`src/rtl/piu_pkg.sv`:
```
/*
  Constants and types shared by the prioritized interrupt unit.
  Assumes a single 100 MHz system clock and an 8-bit core sequencer.
*/
package piu_pkg;
  localparam int PIU_NSRC = 15;
  localparam int PIU_IDXW = 4;
  localparam int PIU_VECW = 16;
  // Vectors step by eight bytes from the first service entry
  localparam logic [15:0] PIU_VEC_BASE = 16'h0003;
  localparam logic [15:0] PIU_VEC_STEP = 16'h0008;
  localparam int PIU_GIE_BIT = 7;
  localparam logic [7:0] PIU_EN_RST = 8'h00;
  localparam logic [PIU_NSRC-1:0] PIU_PEND_RST = 15'h0000;
  localparam logic [PIU_NSRC-1:0] PIU_PRIO_RST = 15'h0000;
  // Sources whose pending flag hardware clears on vectoring
  localparam logic [PIU_NSRC-1:0] PIU_AUTOCLR_DEF = 15'h000f;
  localparam real PIU_CLK_NS = 10.0;
  localparam int PIU_DETECT_CYC = 1;
  localparam int PIU_CALL_CYC = 4;
  localparam int PIU_RESP_CYC = PIU_DETECT_CYC + PIU_CALL_CYC;
  typedef enum logic [1:0] {
    PIU_IDLE = 2'b00,
    PIU_WAIT = 2'b01,
    PIU_CALL = 2'b11
  } piu_state_t;
endpackage

```
`src/rtl/piu_arbiter.sv`:
```
/*
  Fixed-order priority pick over a request vector; lowest index wins.
  Purely combinational; the caller registers what it needs.
*/
`timescale 1ns/10ps
module piu_arbiter
  import piu_pkg::*;
#(
  parameter int N = PIU_NSRC,
  parameter int W = PIU_IDXW
) (
  input wire logic [N-1:0] req,
  output logic any,
  output logic [W-1:0] idx
);
  always_comb begin
    any = 1'b0;
    idx = '0;
    for (int i = N - 1; i >= 0; i--) begin
      if (req[i]) begin
        any = 1'b1;
        idx = W'(i);
      end
    end
  end
endmodule

```
`src/rtl/piu_top.sv`:
```
/*
  Prioritized interrupt unit: pending flags, enables, two-level priority,
  vector handoff to the core and return tracking.
  Assumes the core pulses instr_done at each instruction end, return_from_irq_instruction_done
  when a return-from-interrupt finishes, and call_ack when it takes the call.
*/
// Behaviour
// - Fifteen sources, each low or high priority
// - Valid trigger sets the pending flag
// - Flag sets regardless of enable
// - Enabled set flag raises core request
// - Core finishes instruction then calls vector
// - Routine ends with return; core resumes
// - Disabled source's flag is ignored
// - Per-source software enable bits
// - Individual enables need global enable high
// - Global enable low blocks all sources
// - Self-clearing flags clear on vectoring
// - Still-pending flag re-requests after one instruction
// - High preempts low; high never preempted
// - Higher level first, then fixed order
// - Decode every cycle; five-cycle best response
// - Equal/higher running: wait return plus instruction
`timescale 1ns/10ps
module piu_top
  import piu_pkg::*;
#(
  parameter int NSRC = PIU_NSRC,
  parameter logic [PIU_NSRC-1:0] AUTOCLR = PIU_AUTOCLR_DEF
) (
  input wire logic mclk,
  input wire logic arst_n,
  input wire logic [NSRC-1:0] src_trig,
  input wire logic [NSRC-1:0] sw_set,
  input wire logic [NSRC-1:0] sw_clr,
  input wire logic [7:0] primary_irq_enable_reg,
  input wire logic [7:0] extended_irq_enable_reg_one,
  input wire logic [NSRC-1:0] prio_high,
  input wire logic instr_done,
  input wire logic return_from_irq_instruction_done,
  input wire logic call_ack,
  output logic irq_req,
  output logic [PIU_VECW-1:0] irq_vector,
  output logic [PIU_IDXW-1:0] irq_src,
  output logic [NSRC-1:0] pending,
  output logic [1:0] active_lvl
);
  // Per-source views, one bit per source
  wire [NSRC-1:0] flags;
  wire [NSRC-1:0] live;
  wire [NSRC-1:0] live_hi;
  wire [NSRC-1:0] live_lo;
  wire [NSRC-1:0] clr_auto;

  // Call and routine bookkeeping
  piu_state_t st_q;
  piu_state_t st_d;
  logic [PIU_IDXW-1:0] win_q;
  logic [PIU_VECW-1:0] vec_q;
  logic win_hi_q;
  logic act_lo_q;
  logic act_hi_q;
  logic hold_q;

  // Arbiter results, one set per level
  logic any_hi;
  logic any_lo;
  logic [PIU_IDXW-1:0] idx_hi;
  logic [PIU_IDXW-1:0] idx_lo;

  wire global_irq_enable = primary_irq_enable_reg[PIU_GIE_BIT];
  wire [NSRC-1:0] src_en = {extended_irq_enable_reg_one[NSRC-8:0],
                            primary_irq_enable_reg[6:0]};
  // The vectoring event: the core takes the committed call
  wire take = (st_q == PIU_CALL) && call_ack;

  // One slice per source: pin synchroniser, pending flag and its gating
  for (genvar g = 0; g < NSRC; g++) begin : g_src
    logic trig_s1_q;
    logic trig_s2_q;
    logic flag_q;
    wire set_ev = trig_s2_q || sw_set[g];
    wire clr_ev = sw_clr[g] || clr_auto[g];
    // Set beats clear so an event landing in the clearing cycle is kept
    wire flag_d = set_ev || (flag_q && !clr_ev);

    // The pin is asynchronous; only the second stage is read by logic
    always_ff @(posedge mclk or negedge arst_n) begin
      if (!arst_n) begin
        trig_s1_q <= 1'b0;
        trig_s2_q <= 1'b0;
      end else begin
        trig_s1_q <= src_trig[g];
        trig_s2_q <= trig_s1_q;
      end
    end

    // Software clears through sw_clr serve the flags hardware leaves set
    always_ff @(posedge mclk or negedge arst_n) begin
      if (!arst_n) begin
        flag_q <= PIU_PEND_RST[g];
      end else begin
        flag_q <= flag_d;
      end
    end

    assign flags[g] = flag_q;
    // A disabled source keeps its flag but never reaches the arbiters
    assign live[g] = flag_q && src_en[g] && global_irq_enable;
    assign live_hi[g] = live[g] && prio_high[g];
    assign live_lo[g] = live[g] && !prio_high[g];
    assign clr_auto[g] = take && AUTOCLR[g] && (win_q == PIU_IDXW'(g));
  end

  piu_arbiter #(.N(NSRC), .W(PIU_IDXW)) u_arb_hi (
    .req(live_hi),
    .any(any_hi),
    .idx(idx_hi)
  );
  piu_arbiter #(.N(NSRC), .W(PIU_IDXW)) u_arb_lo (
    .req(live_lo),
    .any(any_lo),
    .idx(idx_lo)
  );

  // High may enter unless a high routine runs; low only when nothing runs
  wire hi_ok = any_hi && !act_hi_q;
  wire lo_ok = any_lo && !act_hi_q && !act_lo_q;
  // A return in progress, and the one instruction after it, hold off calls
  wire gate_ok = !hold_q && !return_from_irq_instruction_done;
  wire win_ok = (hi_ok || lo_ok) && gate_ok;
  wire win_hi = hi_ok;
  wire [PIU_IDXW-1:0] win_idx = hi_ok ? idx_hi : idx_lo;
  wire [PIU_VECW-1:0] win_vec = PIU_VEC_BASE +
                                PIU_VECW'(PIU_VEC_STEP * PIU_VECW'(win_idx));
  // Winner is frozen once the call is committed so the vector stands
  wire capture = (st_q != PIU_CALL) && win_ok;

  // Opening a level wins over a return seen in the same cycle
  wire open_hi = take && win_hi_q;
  wire open_lo = take && !win_hi_q;
  // A return closes the most recent routine: the high one when it is open
  wire close_hi = return_from_irq_instruction_done && !take && act_hi_q;
  wire close_lo = return_from_irq_instruction_done && !take && !act_hi_q;

  // Request waits for the current instruction boundary before the call
  always_comb begin
    st_d = st_q;
    unique case (st_q)
      PIU_IDLE: begin
        if (win_ok) begin
          st_d = PIU_WAIT;
        end
      end
      PIU_WAIT: begin
        if (!win_ok) begin
          st_d = PIU_IDLE;
        end else if (instr_done) begin
          st_d = PIU_CALL;
        end
      end
      PIU_CALL: begin
        if (call_ack) begin
          st_d = PIU_IDLE;
        end
      end
      // The fourth code is never entered; recover to idle if it is
      default: begin
        st_d = PIU_IDLE;
      end
    endcase
  end

  always_ff @(posedge mclk or negedge arst_n) begin
    if (!arst_n) begin
      st_q <= PIU_IDLE;
    end else begin
      st_q <= st_d;
    end
  end

  always_ff @(posedge mclk or negedge arst_n) begin
    if (!arst_n) begin
      win_q <= '0;
    end else if (capture) begin
      win_q <= win_idx;
    end
  end

  always_ff @(posedge mclk or negedge arst_n) begin
    if (!arst_n) begin
      vec_q <= '0;
    end else if (capture) begin
      vec_q <= win_vec;
    end
  end

  always_ff @(posedge mclk or negedge arst_n) begin
    if (!arst_n) begin
      win_hi_q <= 1'b0;
    end else if (capture) begin
      win_hi_q <= win_hi;
    end
  end

  always_ff @(posedge mclk or negedge arst_n) begin
    if (!arst_n) begin
      act_hi_q <= 1'b0;
    end else if (open_hi) begin
      act_hi_q <= 1'b1;
    end else if (close_hi) begin
      act_hi_q <= 1'b0;
    end
  end

  always_ff @(posedge mclk or negedge arst_n) begin
    if (!arst_n) begin
      act_lo_q <= 1'b0;
    end else if (open_lo) begin
      act_lo_q <= 1'b1;
    end else if (close_lo) begin
      act_lo_q <= 1'b0;
    end
  end

  // After a return one more instruction runs before any new call
  always_ff @(posedge mclk or negedge arst_n) begin
    if (!arst_n) begin
      hold_q <= 1'b0;
    end else if (return_from_irq_instruction_done) begin
      hold_q <= 1'b1;
    end else if (instr_done) begin
      hold_q <= 1'b0;
    end
  end

  assign irq_req = (st_q == PIU_CALL);
  assign irq_vector = vec_q;
  assign irq_src = win_q;
  assign pending = flags;
  assign active_lvl = {act_hi_q, act_lo_q};
endmodule

```
`config.mk`:
```
export PLATFORM = sky130hd
export DESIGN_NAME = piu_top
export DESIGN_NICKNAME = d
export VERILOG_FILES = /design/src/rtl/piu_pkg.sv /design/src/rtl/piu_arbiter.sv /design/src/rtl/piu_top.sv
export SDC_FILE = /design/constraint.sdc
export NUM_CORES = 1
export LEC_CHECK = 0
export BUFFER_PORTS_ARGS = -buffer_cell sky130_fd_sc_hd__buf_2
export CAP_MARGIN = 40
export CORE_MARGIN = 2
export CORE_UTILIZATION = 25
export CTS_CLUSTER_DIAMETER = 100
export DETAILED_ROUTE_END_ITERATION = 7
export PLACE_DENSITY = 0.59
export SLEW_MARGIN = 20
export SYNTH_ARGS = -nofsm -noshare
export SYNTH_HDL_FRONTEND = slang
export SYNTH_SLANG_ARGS = --single-unit
```
`constraint.sdc`:
```
create_clock -name mclk -period 2.9 [get_ports mclk]
set_input_delay 0.58 -clock mclk [delete_from_list [all_inputs] [get_ports mclk]]
set_output_delay 0.58 -clock mclk [all_outputs]
set_load 0.02 [all_outputs]
```
# Yosys cells after proc, flatten, opt, wreduce, memory -nomap -nowiden
# Index checks and enable logic that the tools add are counted.
# classes
add_sub_neg	1
mul	0
div	0
magnitude_cmp	0
n_eq_ne	9
shift	0
mux	72
bitwise_logic	0
reduce_logical	168
# ops
cell	count
4-bit 2-to-1 mux	31
1-bit logical AND	91
1-bit zero test	36
1-bit 2-to-1 mux	36
1-bit logical OR	35
2-bit by 7-bit adder with 8-bit output, first input constant	1
4-bit by 2-bit equality test with 1-bit output, second input constant	2
2-bit 2-to-1 mux	4
2-bit != test, second input constant	3
2-bit case mux with 3 select lines	1
2-bit nonzero test	3
4-bit by 1-bit equality test with 1-bit output, second input constant	1
4-bit zero test	1
3-bit != test, second input constant	1
3-bit AND reduction	1
2-bit by 1-bit equality test with 1-bit output, second input constant	1
2-bit equality test, second input constant	1
2-bit zero test	1
# word_totals
regBits	71
latch_bits	0
mem_bits_rw	0
mem_bits_ro	0
out_inout_bits	38
elab_cells	302
memories	0

# Longest topological paths before layout
# logic_depth
ltp_word	24
depth_mapped	8

# Hierarchy
# A second synthesis with hierarchy kept.
# unflattened
cells_unflattened	286
area_unflattened_um2	2690.1
# by_module_without_submodules
module	instances	cells_each	area_each_um2
piu_top	1	232	2369.8
piu_arbiter	2	27	160.2

# Least setup slack after synthesis
# No wires, ideal clock.
# synth_path
path_type	input -> register
from	in prio_high[8]
to	reg win_q[1], in the netlist irq_src[1]
setup_ns	0.118
t_arrival_ns	2.187
required_time_ns	2.782
path_slack_ns	0.595
path_stages	6
path_buffers	0
path_cell_list	and4b_1 > or4_1 > o41a_1 > o21ai_4 > a21oi_1 > a21o_1
# synth_via
elab_chain_cells	16
# synth_rtl
item	line	rtl
start, declared	piu_top.sv:38	input wire logic [NSRC-1:0] prio_high,
1-bit zero test	piu_top.sv:111	assign live_lo[g] = live[g] && !prio_high[g];
1-bit logical AND	piu_top.sv:111	
1-bit 2-to-1 mux (9 in a row)	piu_arbiter.sv:20	if (req[i]) begin
1-bit logical AND (2 in a row)	piu_top.sv:128	wire lo_ok = any_lo && !act_hi_q && !act_lo_q;
1-bit logical OR	piu_top.sv:131	wire win_ok = (hi_ok || lo_ok) && gate_ok;
1-bit logical AND	piu_top.sv:131	
1-bit logical AND	piu_top.sv:137	wire capture = (st_q != PIU_CALL) && win_ok;
end signal, assigned	piu_top.sv:186	win_q <= win_idx;
end, declared	piu_top.sv:58	logic [PIU_IDXW-1:0] win_q;
# Several ways; a longest one is shown, not always the timed one.
# A chain may end at the register's enable or synchronous reset.

# Worst setup path in the final report
# layout_path
from	reg g_src[8].flag_q
to	reg win_q[1], in the netlist irq_src[1]
# layout_via
elab_chain_cells	17
# layout_rtl
item	line	rtl
start, declared	piu_top.sv:81	logic flag_q;
start signal, assigned	piu_top.sv:101	flag_q <= PIU_PEND_RST[g];
start signal, assigned	piu_top.sv:103	flag_q <= flag_d;
1-bit logical AND (*) (2 in a row)	piu_top.sv:109	assign live[g] = flag_q && src_en[g] && global_irq_enable;
1-bit logical AND	piu_top.sv:111	
1-bit 2-to-1 mux (9 in a row)	piu_arbiter.sv:20	
1-bit logical AND (2 in a row)	piu_top.sv:128	
1-bit logical OR	piu_top.sv:131	
1-bit logical AND	piu_top.sv:131	
1-bit logical AND	piu_top.sv:137	
# Mark *: on every way between the ends. The rest lies on a longest branch, timed or not.

==> impl_metrics.toml <==
[worst_setup_path]
path_max_fanout = 10
crit_arrival_ns = 2.55
crit_type = "reg -> reg"
max_stage_delay_ns = 0.57
critPathTopFamily = "compound AO/OA/AOI/OAI gates"
worst_setup_path_end_kind = "register"
crit_buf_inv = 0
cp-start-kind = "register"
worstPathCellList = "and4b_1 -> or4_1 -> o41a_1 -> o21ai_4 -> a21oi_1 -> a21o_1"
required_ns = 3.11
cp_slowest_cell = "or4_1"

[timing]
fin_crit_sh = 0.806
setup_viol_count_final = 0
final.setup_skew_ns = 0.00935
tns_ns = 0
holdWs_ns = 0.262
tightest_slew_ns = 0.632
fin_crit_ns = 2.34
slew_viol_final = 0
rsz0062_at_grt = "false"
hold_violations = 0
relSlewSlack = 0.573
fmax_ghz = 0.428

[synth]
synthMuxAreaShare = 0
synth_area_mm2 = 0.00268
synthCells = 264
netlist_top_cells_count = "dfrtp_1 (56), buf_4 (32), nor2_1 (21), nand4_1 (20), o21ai_0 (19)"
synth_xor_area_frac = 0
yosysMostFrequentCell = "dfrtp_1"
async_reset_ff_frac = 1.00
ys_types = 45
ys_warn_count = 0
yosysSeqAreaShare = 0.522
synth_top_family_by_area = "simple AND/OR/NAND/NOR gates"
synth_edf_count = 0
synth_top_area_share = 0.522
ys.flop_type = "dfrtp_1"
syn_avg_cell_area_um2 = 10.2
synth_area_leaders = "dfrtp_1 (52%), buf_4 (9.0%), nand4_1 (4.7%)"
synth_compound_area_frac = 0.140
synthAdderAreaFrac = 0
synth_simple_gate_area_frac = 0.216
ys_ff_latch = 56
synth_top_area_cell = "dfrtp_1"

[routing]
drc = 0
dr.pass1.iters = 4
ant_nets = 0
avgViaCountPerCell = 4.63
drtIter0Drc = 130
wl_um = 6660
post_drt_wl_per_cell_um = 13.6
vias = 2271

[final_layout]
area_growth_pct = 22.1
multi_input_area_um2 = 992
final_util = 0.316
regArea_mm2 = 0.00140
fillerInstances = 1099
drive_above_1_share = 0.338
nNetsFinal = 435
n_antenna_cell = 0

[global_routing]
grt_pass1_vias = 2169
grt_pass1_wl_um = 10400
grt_max_degree = 31
grt.overflow.total = 0
grt_use_total = 0.115
antenna_found_initial = 1

[pwr]
powerDensity_mw_per_mm2 = 495
vdd_drop_max_uv = 188
finalPower_mw = 1.62
leakagePower_nw = 1.61

[worst_hold_path]
hold_class = "in -> async"

[die]
initial_utilization = 0.259
ioPinCount = 119
row_count = 37
die_y_um = 108
die_w_um = 108
dieArea_mm2 = 0.0116
coreArea_mm2 = 0.0104

[clock_network]
cts.path.max_buffers = 2
insertion_delay_ns = 0.31
path_clk_slew_ns = 0.11
cts_resized = 0
clock_sinks = 56
htreeDepth = 2
cts_buffers = 5
hold_buffers = 0
cts_setup_buffers = 0
cts_tree = "built"
root_buffer = "clkbuf_8"

[run]
max_cap_violations = 0

[place]
gp_congestion = 0.787
io_buffers = 108
hpwl_um = 5500

[status]
status = "complete, no violations"
-- state kept, by name, indices dropped and copies added, names as in the netlist --
signal and count:
act_lo_q 1, act_hi_q 1, g_src.trig_s1_q 15, g_src.flag_q 15
g_src.trig_s2_q 15, hold_q 1, irq_src 4, irq_vector 1
st_q 2, win_hi_q 1
-- final timing paths --
check | from | endpoint | slack, ns | cells after the start
max reg2reg | g_src[8].flag_q$_DFF_PN0_ | irq_src[1]$_DFFE_PN0P_ | 0.56 | 6
max | g_src[8].flag_q$_DFF_PN0_ | irq_src[1]$_DFFE_PN0P_ | 0.56 | 6
max in group asynchronous | arst_n | g_src[11].flag_q$_DFF_PN0_ | 1.80 | 2
min | arst_n | g_src[1].trig_s1_q$_DFF_PN0_ | 0.26 | 1
min in group mclk | g_src[14].trig_s1_q$_DFF_PN0_ | g_src[14].trig_s2_q$_DFF_PN0_ | 0.36 | 0
min reg2reg | g_src[14].trig_s1_q$_DFF_PN0_ | g_src[14].trig_s2_q$_DFF_PN0_ | 0.36 | 0
-- kinds of logic after synthesis --
logic type,Yosys count
AO/OA/AOI/OAI,54
buffers and inverters,54
flip-flops,56
other,1
AND/OR/NAND/NOR,99
-- metrics by stage --
step                worst slack (ns)  instances  instance area (µm²)
finish                         0.562        491                 3280
global route                   0.436        491                 3280
CTS                            0.521        491                 3280
detailed placement             0.291        483                 3190
global placement               0.327        483                 3190
floorplan                      0.595        273                 2720
-- placed cells by master (no fill, tap or decap), types with 3 or more instances in the layout --
| cell type | instances |
|---|---|
| buf_2 | 108 |
| dfrtp_1 | 56 |
| nor2_1 | 21 |
| nand4_1 | 20 |
| o21ai_0 | 19 |
| inv_1 | 18 |
| nand2_1 | 13 |
| nand4b_1 | 11 |
| conb_1 | 10 |
| and2_1 | 5 |
| nand3_1 | 5 |
| clkbuf_8 | 5 |
| nor3_1 | 4 |
| o211ai_1 | 4 |
| and4b_1 | 4 |
| a21oi_1 | 4 |
| nand2b_1 | 4 |
| a311o_1 | 3 |
| nor2b_1 | 3 |
| a21o_1 | 3 |
-- per-layer routing --
metal  share of wire  global-route usage  vias up
met5          0.0017                   0        -
met2            0.48               0.186       82
met3           0.069              0.0363       17
li1                -                   -     1093
met4           0.023              0.0421        2
met1            0.43               0.144     1077
-- worst register-to-register path: cells and delay by family, from the launching register on --
| family | cells | cell delay (ns) |
|---|---|---|
| AOI/OAI and AO/OA | 4 | 0.97 |
| and+or+nand+nor | 2 | 0.82 |
| DFF | 1 | 0.44 |
-- layout make-up --
| class | count | area share |
|---|---|---|
| inverter | 18 | 0.0206 |
| sequential | 56 | 0.427 |
| clock buffer | 5 | 0.0210 |
| clock inverter | 3 | 0.00687 |
| multi-input combinational | 163 | 0.303 |
| timing repair buffer | 110 | 0.169 |
| tap | 136 | 0.0519 |
-- power breakdown --
part           total (mW)  internal [mW]  switching (mW)  leakage, nW
Clock               0.438          0.174           0.264       0.0485
Combinational       0.312          0.127           0.185        0.930
Sequential          0.872          0.829          0.0429        0.631
Total                1.62           1.13           0.492         1.61
(Power assumes the default switching activity.)
